$ cat config.mk
export PLATFORM = sky130hd
export DESIGN_NAME = atf_decode
export DESIGN_NICKNAME = d
export VERILOG_FILES = /design/src/core/atf_pkg.sv /design/src/core/atf_pins_if.sv /design/src/core/atf_decode.sv /design/src/core/atf_pin_sync.sv
export SDC_FILE = /design/constraint.sdc
export NUM_CORES = 1
export LEC_CHECK = 0
export BUFFER_PORTS_ARGS = -buffer_cell sky130_fd_sc_hd__buf_4
export CORE_ASPECT_RATIO = 1.4
export CORE_UTILIZATION = 57
export CTS_CLUSTER_SIZE = 14
export DETAILED_ROUTE_END_ITERATION = 8
export GPL_TIMING_DRIVEN = 0
export PLACE_DENSITY = 0.86
export SETUP_SLACK_MARGIN = 0.05
export SYNTH_ARGS = -nofsm -noshare
export SYNTH_HDL_FRONTEND = slang
export SYNTH_SLANG_ARGS = --single-unit
$ cat constraint.sdc
create_clock -name ref_clk -period 2.5 [get_ports ref_clk]
set_clock_uncertainty 0.05 [all_clocks]
set_input_delay 0.125 -clock ref_clk [delete_from_list [all_inputs] [get_ports ref_clk]]
set_output_delay 0.125 -clock ref_clk [all_outputs]
set_load 0.02 [all_outputs]
$ cat src/core/atf_pkg.sv
// Purpose: shared constants and types of the task file register decode
// Assumes: chip select field is {cs1_n, cs0_n} taken straight from the pins
// Notes: offsets are the three-bit register address under a chip select
`default_nettype none
package atf_pkg;
	// chip select patterns, raw pin levels
	localparam logic [1:0] CS_CMD = 2'h2;
	localparam logic [1:0] CS_CTL = 2'h1;
	// register offsets
	localparam logic [2:0] OFF_CYL_LO = 3'h4;
	localparam logic [2:0] OFF_CYL_HI = 3'h5;
	localparam logic [2:0] OFF_DEV_HEAD = 3'h6;
	localparam logic [2:0] OFF_ALT_STATUS = 3'h6;
	localparam logic [2:0] OFF_COMMAND = 3'h7;
	// field positions
	localparam int DEV_SEL_BIT = 4;
	localparam int BSY_BIT = 7;
	localparam int DRQ_BIT = 3;
	localparam int SRST_BIT = 2;
	localparam int NIEN_BIT = 1;
	// values after reset
	localparam logic [7:0] RST_REG = 8'h00;
	localparam logic [15:0] RST_BUS = 16'h0000;
	// pin sync order {pdiag_n, strap, diow_n, dior_n}, idle levels
	localparam logic [3:0] SYNC_IDLE = 4'hB;
	typedef enum logic [0:0] {
		ATF_IDLE = 1'b0,
		ATF_HOLD = 1'b1
	} atf_cmd_st_t;
	// true when chip selects and address hit one register
	function automatic logic atf_hit(input logic [1:0] cs, input logic [2:0] da,
		input logic [1:0] want_cs, input logic [2:0] want_da);
		atf_hit = (cs == want_cs) && (da == want_da);
	endfunction
endpackage
`default_nettype wire

$ cat src/core/atf_pins_if.sv
// Purpose: carries synchronised host pin events to the decode logic
// Assumes: one clock domain, ref_clk
// Notes: pulses last one cycle, levels follow the filtered pins
`timescale 1ns/1ps
`default_nettype none
interface atf_pins_if;
	logic rd_pulse;
	logic wr_pulse;
	logic rd_active;
	logic dev_id;
	logic peer_ok;
	modport src (output rd_pulse, wr_pulse, rd_active, dev_id, peer_ok);
	modport dst (input rd_pulse, wr_pulse, rd_active, dev_id, peer_ok);
endinterface
`default_nettype wire

$ cat src/core/atf_decode.sv
// Purpose: host-side register decode of a parallel disk interface
// Assumes: host holds chip selects, address and write data stable
//   around each strobe; firmware behind the block runs commands
// Notes: strobes are filtered, so an access lands some cycles late
`timescale 1ns/1ps
`default_nettype none
module atf_decode #(
	parameter logic [7:0] DIAG_CODE = 8'h90,
	parameter logic [7:0] DEV_RESET_CODE = 8'h08
) (
	input wire logic ref_clk,
	input wire logic sys_rst,
	input wire logic cs0_n,
	input wire logic cs1_n,
	input wire logic [2:0] da,
	input wire logic dior_n,
	input wire logic diow_n,
	input wire logic [15:0] dd_in,
	output logic [15:0] dd_out,
	output logic dd_oe_n,
	input wire logic dev_strap,
	output logic intrq_out,
	output logic intrq_oe_n,
	input wire logic pdiag_in_n,
	output logic pdiag_out_n,
	output logic pdiag_oe_n,
	input wire logic [7:0] fw_status,
	input wire logic fw_irq_set,
	input wire logic fw_param_taken,
	input wire logic fw_sleep,
	input wire logic fw_diag_pass,
	output logic cmd_start,
	output logic [7:0] cmd_code,
	output logic [7:0] cmd_cyl_lo,
	output logic [7:0] cmd_cyl_hi,
	output logic [7:0] cmd_dev_head,
	output logic cmd_diag_both,
	output logic soft_reset,
	output logic peer_diag_ok
);
	import atf_pkg::*;

	atf_pins_if pin_if ();

	atf_pin_sync u_sync (
		.ref_clk(ref_clk),
		.sys_rst(sys_rst),
		.raw({pdiag_in_n, dev_strap, diow_n, dior_n}),
		.pins(pin_if)
	);

	logic [7:0] cyl_lo, cyl_hi, dev_head, dev_ctrl;
	logic busy_flag, irq_pend, peer_ok_q;
	atf_cmd_st_t cmd_st, next_cmd_st;

	// address decode against the raw pins, stable during a strobe
	wire [1:0] cs = {cs1_n, cs0_n};
	wire blk_cmd = (cs == CS_CMD);
	wire blk_ctl = (cs == CS_CTL);
	wire hit_ctl6 = atf_hit(cs, da, CS_CTL, OFF_ALT_STATUS);
	// both selects equal, or control block off 6h, selects nothing
	wire addr_ok = blk_cmd || hit_ctl6;
	wire hit_lo = atf_hit(cs, da, CS_CMD, OFF_CYL_LO);
	wire hit_hi = atf_hit(cs, da, CS_CMD, OFF_CYL_HI);
	wire hit_dh = atf_hit(cs, da, CS_CMD, OFF_DEV_HEAD);
	wire hit_cmd = atf_hit(cs, da, CS_CMD, OFF_COMMAND);

	// selection from the device select bit and the jumper
	wire selected = (dev_head[DEV_SEL_BIT] == pin_if.dev_id);

	// status byte, shared by status and alternate status
	wire busy = busy_flag | fw_status[BSY_BIT];
	wire [7:0] status_byte = {busy, fw_status[6:0]};

	// strobes on an invalid address are dropped here
	wire rd_ok = pin_if.rd_pulse && addr_ok;
	wire wr_ok = pin_if.wr_pulse && addr_ok;
	wire [7:0] wdata = dd_in[7:0];

	// command block writes, refused while busy
	wire cb_wr = wr_ok && blk_cmd && !busy;
	wire cmd_wr = wr_ok && hit_cmd;
	wire is_reset_cmd = (wdata == DEV_RESET_CODE);
	// only the device reset command gets past a busy drive
	wire cmd_take = cmd_wr && (!busy || is_reset_cmd);
	wire is_diag = (wdata == DIAG_CODE);
	// diagnostics aimed at device 0 runs on both drives
	wire diag_both = is_diag && !dev_head[DEV_SEL_BIT];
	wire cmd_exec = cmd_take && (selected || diag_both);
	wire ctl_wr = wr_ok && hit_ctl6;

	// an unselected drive leaves the bus to its partner
	wire rd_drive = rd_ok && selected;
	wire rd_stat = rd_ok && hit_cmd && selected;
	wire rd_alt = rd_ok && hit_ctl6;

	// read mux; the alternate status never touches irq_pend
	wire [7:0] rd_reg = hit_ctl6 ? status_byte :
		hit_cmd ? status_byte :
		hit_lo ? cyl_lo :
		hit_hi ? cyl_hi :
		hit_dh ? dev_head : RST_REG;
	// contents are not to be trusted in sleep, so show zero
	wire [7:0] rd_byte = fw_sleep ? RST_REG : rd_reg;

	// set wins over either clear, so no event is lost
	wire irq_clr = rd_stat || (cmd_take && selected);
	wire next_irq = fw_irq_set || (irq_pend && !irq_clr);

	// busy holds until firmware has taken the parameters
	always_comb begin
		next_cmd_st = cmd_st;
		case (cmd_st)
			ATF_IDLE: begin
				if (cmd_exec) begin
					next_cmd_st = ATF_HOLD;
				end
			end
			ATF_HOLD: begin
				if (fw_param_taken && !cmd_exec) begin
					next_cmd_st = ATF_IDLE;
				end
			end
			default: begin
				next_cmd_st = ATF_IDLE;
			end
		endcase
	end

	// command state and busy
	always_ff @(posedge ref_clk) begin
		if (sys_rst) begin
			cmd_st <= ATF_IDLE;
			busy_flag <= 1'b0;
		end else begin
			cmd_st <= next_cmd_st;
			busy_flag <= (next_cmd_st == ATF_HOLD);
		end
	end

	// cylinder registers; a write while drq is set is simply taken
	always_ff @(posedge ref_clk) begin
		if (sys_rst) begin
			cyl_lo <= RST_REG;
			cyl_hi <= RST_REG;
			dev_head <= RST_REG;
		end else begin
			if (cb_wr && hit_lo) begin
				cyl_lo <= wdata;
			end
			if (cb_wr && hit_hi) begin
				cyl_hi <= wdata;
			end
			if (cb_wr && hit_dh) begin
				dev_head <= wdata;
			end
		end
	end

	// device control sits behind the alternate status address
	always_ff @(posedge ref_clk) begin
		if (sys_rst) begin
			dev_ctrl <= RST_REG;
		end else if (ctl_wr) begin
			dev_ctrl <= wdata;
		end
	end

	// command launch with a snapshot of the parameters
	always_ff @(posedge ref_clk) begin
		if (sys_rst) begin
			cmd_start <= 1'b0;
			cmd_code <= RST_REG;
			cmd_cyl_lo <= RST_REG;
			cmd_cyl_hi <= RST_REG;
			cmd_dev_head <= RST_REG;
			cmd_diag_both <= 1'b0;
		end else begin
			cmd_start <= cmd_exec;
			if (cmd_exec) begin
				cmd_code <= wdata;
				cmd_cyl_lo <= cyl_lo;
				cmd_cyl_hi <= cyl_hi;
				cmd_dev_head <= dev_head;
				cmd_diag_both <= diag_both;
			end
		end
	end

	// pending interrupt and the host interrupt pin
	always_ff @(posedge ref_clk) begin
		if (sys_rst) begin
			irq_pend <= 1'b0;
			intrq_out <= 1'b0;
			intrq_oe_n <= 1'b1;
		end else begin
			irq_pend <= next_irq;
			intrq_out <= next_irq;
			intrq_oe_n <= dev_ctrl[NIEN_BIT] || !selected;
		end
	end

	// data bus drive, held for the whole read strobe
	always_ff @(posedge ref_clk) begin
		if (sys_rst) begin
			dd_out <= RST_BUS;
			dd_oe_n <= 1'b1;
		end else if (rd_drive) begin
			dd_out <= {RST_REG, rd_byte};
			dd_oe_n <= 1'b0;
		end else if (!pin_if.rd_active) begin
			dd_oe_n <= 1'b1;
		end
	end

	// soft reset, diagnostics line towards device 0
	always_ff @(posedge ref_clk) begin
		if (sys_rst) begin
			soft_reset <= 1'b0;
			pdiag_out_n <= 1'b0;
			pdiag_oe_n <= 1'b1;
			peer_ok_q <= 1'b0;
			peer_diag_ok <= 1'b0;
		end else begin
			soft_reset <= dev_ctrl[SRST_BIT];
			pdiag_out_n <= 1'b0;
			// device 1 pulls the line low to post a pass
			pdiag_oe_n <= !(pin_if.dev_id && fw_diag_pass);
			peer_ok_q <= pin_if.peer_ok;
			peer_diag_ok <= peer_ok_q && !pin_if.dev_id;
		end
	end
endmodule
`default_nettype wire

$ cat src/core/atf_pin_sync.sv
// Purpose: three-stage synchroniser and filter for host strobes and straps
// Assumes: pins are asynchronous to ref_clk
// Notes: a change counts once stages two and three agree
`timescale 1ns/1ps
`default_nettype none
module atf_pin_sync (
	input wire logic ref_clk,
	input wire logic sys_rst,
	input wire logic [3:0] raw,
	atf_pins_if.src pins
);
	import atf_pkg::*;
	logic [3:0] s1, s2, s3, stab;
	logic [3:0] agree, next_stab;

	// stage one feeds stage two only
	assign agree = ~(s2 ^ s3);
	assign next_stab = (agree & s3) | (~agree & stab);

	// one access per strobe: pulse only on the filtered assert edge
	always_ff @(posedge ref_clk) begin
		if (sys_rst) begin
			s1 <= SYNC_IDLE;
			s2 <= SYNC_IDLE;
			s3 <= SYNC_IDLE;
			stab <= SYNC_IDLE;
			pins.rd_pulse <= 1'b0;
			pins.wr_pulse <= 1'b0;
		end else begin
			s1 <= raw;
			s2 <= s1;
			s3 <= s2;
			stab <= next_stab;
			pins.rd_pulse <= stab[0] & ~next_stab[0];
			pins.wr_pulse <= stab[1] & ~next_stab[1];
		end
	end

	// levels, all from the filtered register
	assign pins.rd_active = ~stab[0];
	assign pins.dev_id = stab[2];
	assign pins.peer_ok = ~stab[3];
endmodule
`default_nettype wire

# --- Word level (Yosys, flattened, before mapping) ---
# Cells that the tools add are included.
totals:
  reg_bits: 95
  latch_bits: 0
  ramBits: 0
  rom_bits: 0
  in_bits: 39
  out_inout_bits: 57
  wordCells: 97
  memories: 0
op_classes:
  addsub: 0
  n_mul: 0
  div: 0
  order_cmp: 0
  n_eq_ne: 9
  shift: 0
  mux: 11
  n_bitwise: 13
  reduce_logical: 39
op_table:
  columns: ["cell", "n"]
  rows:
  - ["8-bit 2-to-1 mux", 6]
  - ["1-bit logical AND", 25]
  - ["3-bit == test, second input constant", 4]
  - ["4-bit bitwise AND", 2]
  - ["8-bit by 4-bit == test with 1-bit output, second input constant", 1]
  - ["8-bit == test, second input constant", 1]
  - ["4-bit inverter", 2]
  - ["1-bit zero test", 7]
  - ["1-bit logical OR", 6]
  - ["1-bit 2-to-1 mux", 4]
  - ["1-bit inverter", 4]
  - ["4-bit OR", 1]
  - ["4-bit XOR", 1]
  - ["1-bit bitwise AND", 2]
  - ["2-bit by 1-bit == test with 1-bit output, second input constant", 1]
  - ["2-bit == test, second input constant", 1]
  - ["1-bit case mux with 2 select lines", 1]
  - ["2-bit nonzero test", 1]
  - ["1-bit == test", 1]
  - ["1-bit OR", 1]

# --- Logic depth before layout (Yosys ltp) ---
logic_depth:
  depth_word: 11
  mapped_depth: 7
  ltp_nobuf: 4

# --- By module ---
# A second synthesis with hierarchy kept.
unflattened:
  cells_unflattened: 413
  area_unflattened_um2: 3948.8
by_module_without_submodules:
  columns: ["module", "n_inst", "cells_each", "area_each_um2", "seq_area_each_um2"]
  rows:
  - ["atf_decode", 1, 366, 3408.3, 1521.5]
  - ["atf_pin_sync", 1, 47, 540.5, 360.3]

# --- Worst setup path before layout ---
# OpenSTA, ideal clock, no wires.
synth_timing:
  kind: "input-to-reg"
  startpoint: "input da[0]"
  endpoint: "register dev_head[1]"
  setup_time_ns: 0.128
  arrival_ns: 1.422
  required_time_ns: 2.322
  setup_slack_ns: 0.900
  path_stages: 7
  path_buffers: 3
  cell_sequence: "buf_4 nand4bb_1 buf_2 or4_1 buf_4 mux2i_1 nor2_1"
synth_between:
  elab_chain_len: 7
  word_cells_on_any_way: 8
  classes_between: "1 x eq/ne; 7 x reduce/logical"
synth_rtl:
  columns: ["element", "line", "rtl"]
  rows:
  - ["from (decl)", "atf_decode.sv:15", "input wire logic [2:0] da,"]
  - ["3-bit == test *", "atf_pkg.sv:33", "atf_hit = (cs == want_cs) && (da == want_da);"]
  - ["1-bit logical AND", "atf_pkg.sv:33", null]
  - ["1-bit logical OR", "atf_decode.sv:62", "wire addr_ok = blk_cmd || hit_ctl6;"]
  - ["1-bit logical AND", "atf_decode.sv:77", "wire wr_ok = pin_if.wr_pulse && addr_ok;"]
  - ["1-bit logical AND (2 in a row)", "atf_decode.sv:81", "wire cb_wr = wr_ok && blk_cmd && !busy;"]
  - ["1-bit logical AND *", "atf_decode.sv:154", "if (cb_wr && hit_dh) begin"]
  - ["to (signal assigned)", "atf_decode.sv:155", "dev_head <= wdata;"]
  - ["to (decl)", "atf_decode.sv:52", "logic [7:0] cyl_lo, cyl_hi, dev_head, dev_ctrl;"]
# Mark *: on every way between the ends. The rest lies on a longest branch, timed or not.
# A chain may end at the register's enable or synchronous reset.

==> out/metrics.yaml <==
synthesis:
  synthAdderAreaFrac: 0
  synth-xor-area-share: 0.00225
  syn_avg_cell_area_sq_um: 9.51
  synth_top_area_share: 0.484
  yosysWarnings: 0
  synth_cell_types: 49
  synth_edf_count: 0
  synthesis.area_sq_um: 3890
  synth_mux_area_frac: 0.152
  synth-simple-area-share: 0.203
  ys_seq_area_frac: 0.484
  synth_largest_area_cell: "dfxtp_1"
  ys_top_cells_by_area: "dfxtp_1 (48%), mux2i_1 (15%), nand2_1 (6.5%)"
  synth_top_family_by_area: "simple AND/OR/NAND/NOR gates"
  synth_compound_area_frac: 0.0820
  yosys_most_used_dff: "dfxtp_1"
  synthCells: 409
  synth.ff_latch_count: 94
  synthArstFlopShare: 0
placed_design:
  gp_congestion: 0.861
  place.port_buffers: 77
  dp_hpwl_mm: 6.78
  place_area_sq_um: 4590
finish:
  nets: 562
  syn2layout_area_growth_pct: 28.7
  fin_area_sq_um: 5010
  n_antenna_cell: 0
  multiInputGateArea_sq_um: 1740
  final_cell_mix: "dfxtp_1 (94), buf_4 (88), nand2_1 (67)"
  final_common_cell: "dfxtp_1"
  regArea_sq_um: 1880
  fillerInstances: 459
  drive_above_1_share: 0.237
timing:
  fmax_ghz: 0.483
  tns_ns: 0
  period_share: 0.828
  hold_viol: 0
  timing.final.crit_period_ns: 2.07
  grt_setup_unrepaired: "no"
  setup_viol: 0
  slew_headroom: 0.263
  drv_slew: 0
  worst-slew-pin-transition_ns: 1.10
worst_setup_path:
  ff2ff_path_depth: 4
  r2r-end: "dd_out[2]$_SDFFE_PP0P_"
  required_ns: 2.73
  max_stage_delay_ns: 0.84
  cp_slowest_cell: "nor4_1"
  crit_type: "in2reg"
  r2r_start: "dev_head[4]$_SDFFE_PP0P_"
  crit_arrival_ns: 2.30
  r2r_slack_ns: 0.48
  start_kind: "input pin"
  path_cells: "dlygate4sd3_1, buf_4, or2_2, nor4_1, nand3_1, o221ai_1"
  crit_path_end_kind: "flip-flop"
  cp_max_fo: 8
power_and_ir_drop:
  p_leak_nw: 1.97
  ir_drop_v: 0.000474
  powerDensity_nw_per_um2: 578
floorplanning:
  rows: 35
  die_area_sq_um: 7160
  core_region_area_sq_um: 6570
  die_w_um: 71.8
  die_h_um: 99.7
  start_util: 0.592
  num_io_pins: 96
route:
  postRouteAntennaNets: 0
  wl_mm: 9.28
  vias: 3261
  avgViaCountPerCell: 5.42
  drc_errors: 0
  wl_per_cell_um: 15.4
  drtPass1Iterations: 4
  drtIter0Drc: 188
clocking:
  cts_root_buf: "clkbuf_8"
  clock_latency_ns: 0.36
  htree_levels: 3
  cts_buffers: 9
  cts_buffer_depth: 2
  post_cts_buffers: 0
  path_clk_slew_ns: 0.08
  cts_tree: "yes"
  cts.sinks: 94
  cts_hold_buf: 17
  postCtsResizedCells: 0
hold_path:
  worstHoldPathCells: 3
  hold_end: "cmd_code[3]$_SDFFE_PP0P_"
  hp-start: "dd_in[3]"
  hold_path.class: "in2reg"
grt:
  overflow: 0
  antenna_found_initial: 0
  grt_pass1_wl_mm: 14.9
  grt_usage: 0.272
  grt_max_degree: 16
  grt_pass1_vias: 3184
outcome:
  status: "finished, final reports clean"
run:
  maxCapViolations: 0
-- stage by stage --
step	hold slack, ns	setup slack (ns)	total power, mW	std cells	utilization
final	0.0187	0.431	2.89	602	0.762
after global routing	0.00440	0.287	2.98	602	0.762
after CTS	0.00329	0.533	2.91	601	0.761
after detailed placement	0.264	0.545	1.72	568	0.699
after global placement	0.261	0.636	1.71	568	0.699
after floorplan	0.159	0.900	1.64	417	-
-- report_power, final --
group	leakage, nW	internal, mW	switching, mW
combinational	1.09	0.0891	0.111
clock	0.121	0.665	0.518
sequential	0.760	1.51	0.00488
-- state kept, by name, indices dropped and copies added, names as in the netlist, 2 cells and up, named ones only --
signal / cells
u_sync.s1: 4
u_sync.s3: 4
u_sync.stab: 2
cyl_hi: 8
dev_ctrl: 2
dd_out: 8
cmd_cyl_lo: 8
cmd_code: 8
u_sync.s2: 4
cmd_cyl_hi: 8
cyl_lo: 8
dev_head: 8
cmd_dev_head: 8
-- Yosys cell counts, types with 8 or more instances --
| master | instances |
|---|---|
| dfxtp_1 | 94 |
| nand2_1 | 67 |
| mux2i_1 | 59 |
| nor2_1 | 33 |
| inv_1 | 16 |
| a21oi_1 | 12 |
| buf_4 | 11 |
| clkbuf_1 | 11 |
| nor3b_1 | 11 |
| or2_2 | 10 |
| nand3_1 | 8 |
| o22ai_1 | 8 |
-- layer usage --
| metal | GRT usage | wire (um) | vias up |
|---|---|---|---|
| met5 | 0 | 0 | - |
| met4 | 0.146 | 350 | 0 |
| li1 | - | - | 1591 |
| met2 | 0.492 | 4940 | 111 |
| met1 | 0.288 | 3590 | 1530 |
| met3 | 0.0638 | 389 | 29 |
-- area by class of cell --
class / instances / area share
clock buffers: 10 / 0.0255
well taps: 74 / 0.0185
multi-input cells: 273 / 0.348
clock inverters: 6 / 0.0217
inverters: 18 / 0.0135
flip-flops and latches: 94 / 0.376
plain buffers: 32 / 0.0455
repair buffers: 95 / 0.151
-- worst max-delay path: cells and delay by family --
family                 cells  cell delay [ns]
AO/OA/AOI/OAI              1             0.12
AND/OR/NAND/NOR            3             1.36
buffers and inverters      2             0.70
-- worst max-delay path by stage --
| stage | startpoint | to | slack [ns] | depth (start not counted) |
|---|---|---|---|---|
| global route | sys_rst | dd_out[4]$_SDFFE_PP0P_ | 0.29 | 6 |
| CTS | sys_rst | dd_out[2]$_SDFFE_PP0P_ | 0.53 | 6 |
| global placement | cs0_n | cmd_cyl_lo[4]$_SDFFE_PP0P_ | 0.64 | 7 |
| finish | sys_rst | dd_out[2]$_SDFFE_PP0P_ | 0.43 | 6 |
| detailed placement | cs0_n | cmd_dev_head[1]$_SDFFE_PP0P_ | 0.54 | 7 |
| floorplan | da[0] | dev_head[1]$_SDFFE_PP0P_ | 0.90 | 7 |
-- cells by family (layout without fill, tap and decap cells) --
group / Yosys count / count (layout)
flops: 94 / 94
buf+inv: 50 / 161
xor+xnor: 1 / 1
other cells: 1 / 9
compound gates: 46 / 46
simple gates: 158 / 158
mux: 59 / 59
(Power assumes the default switching activity.)
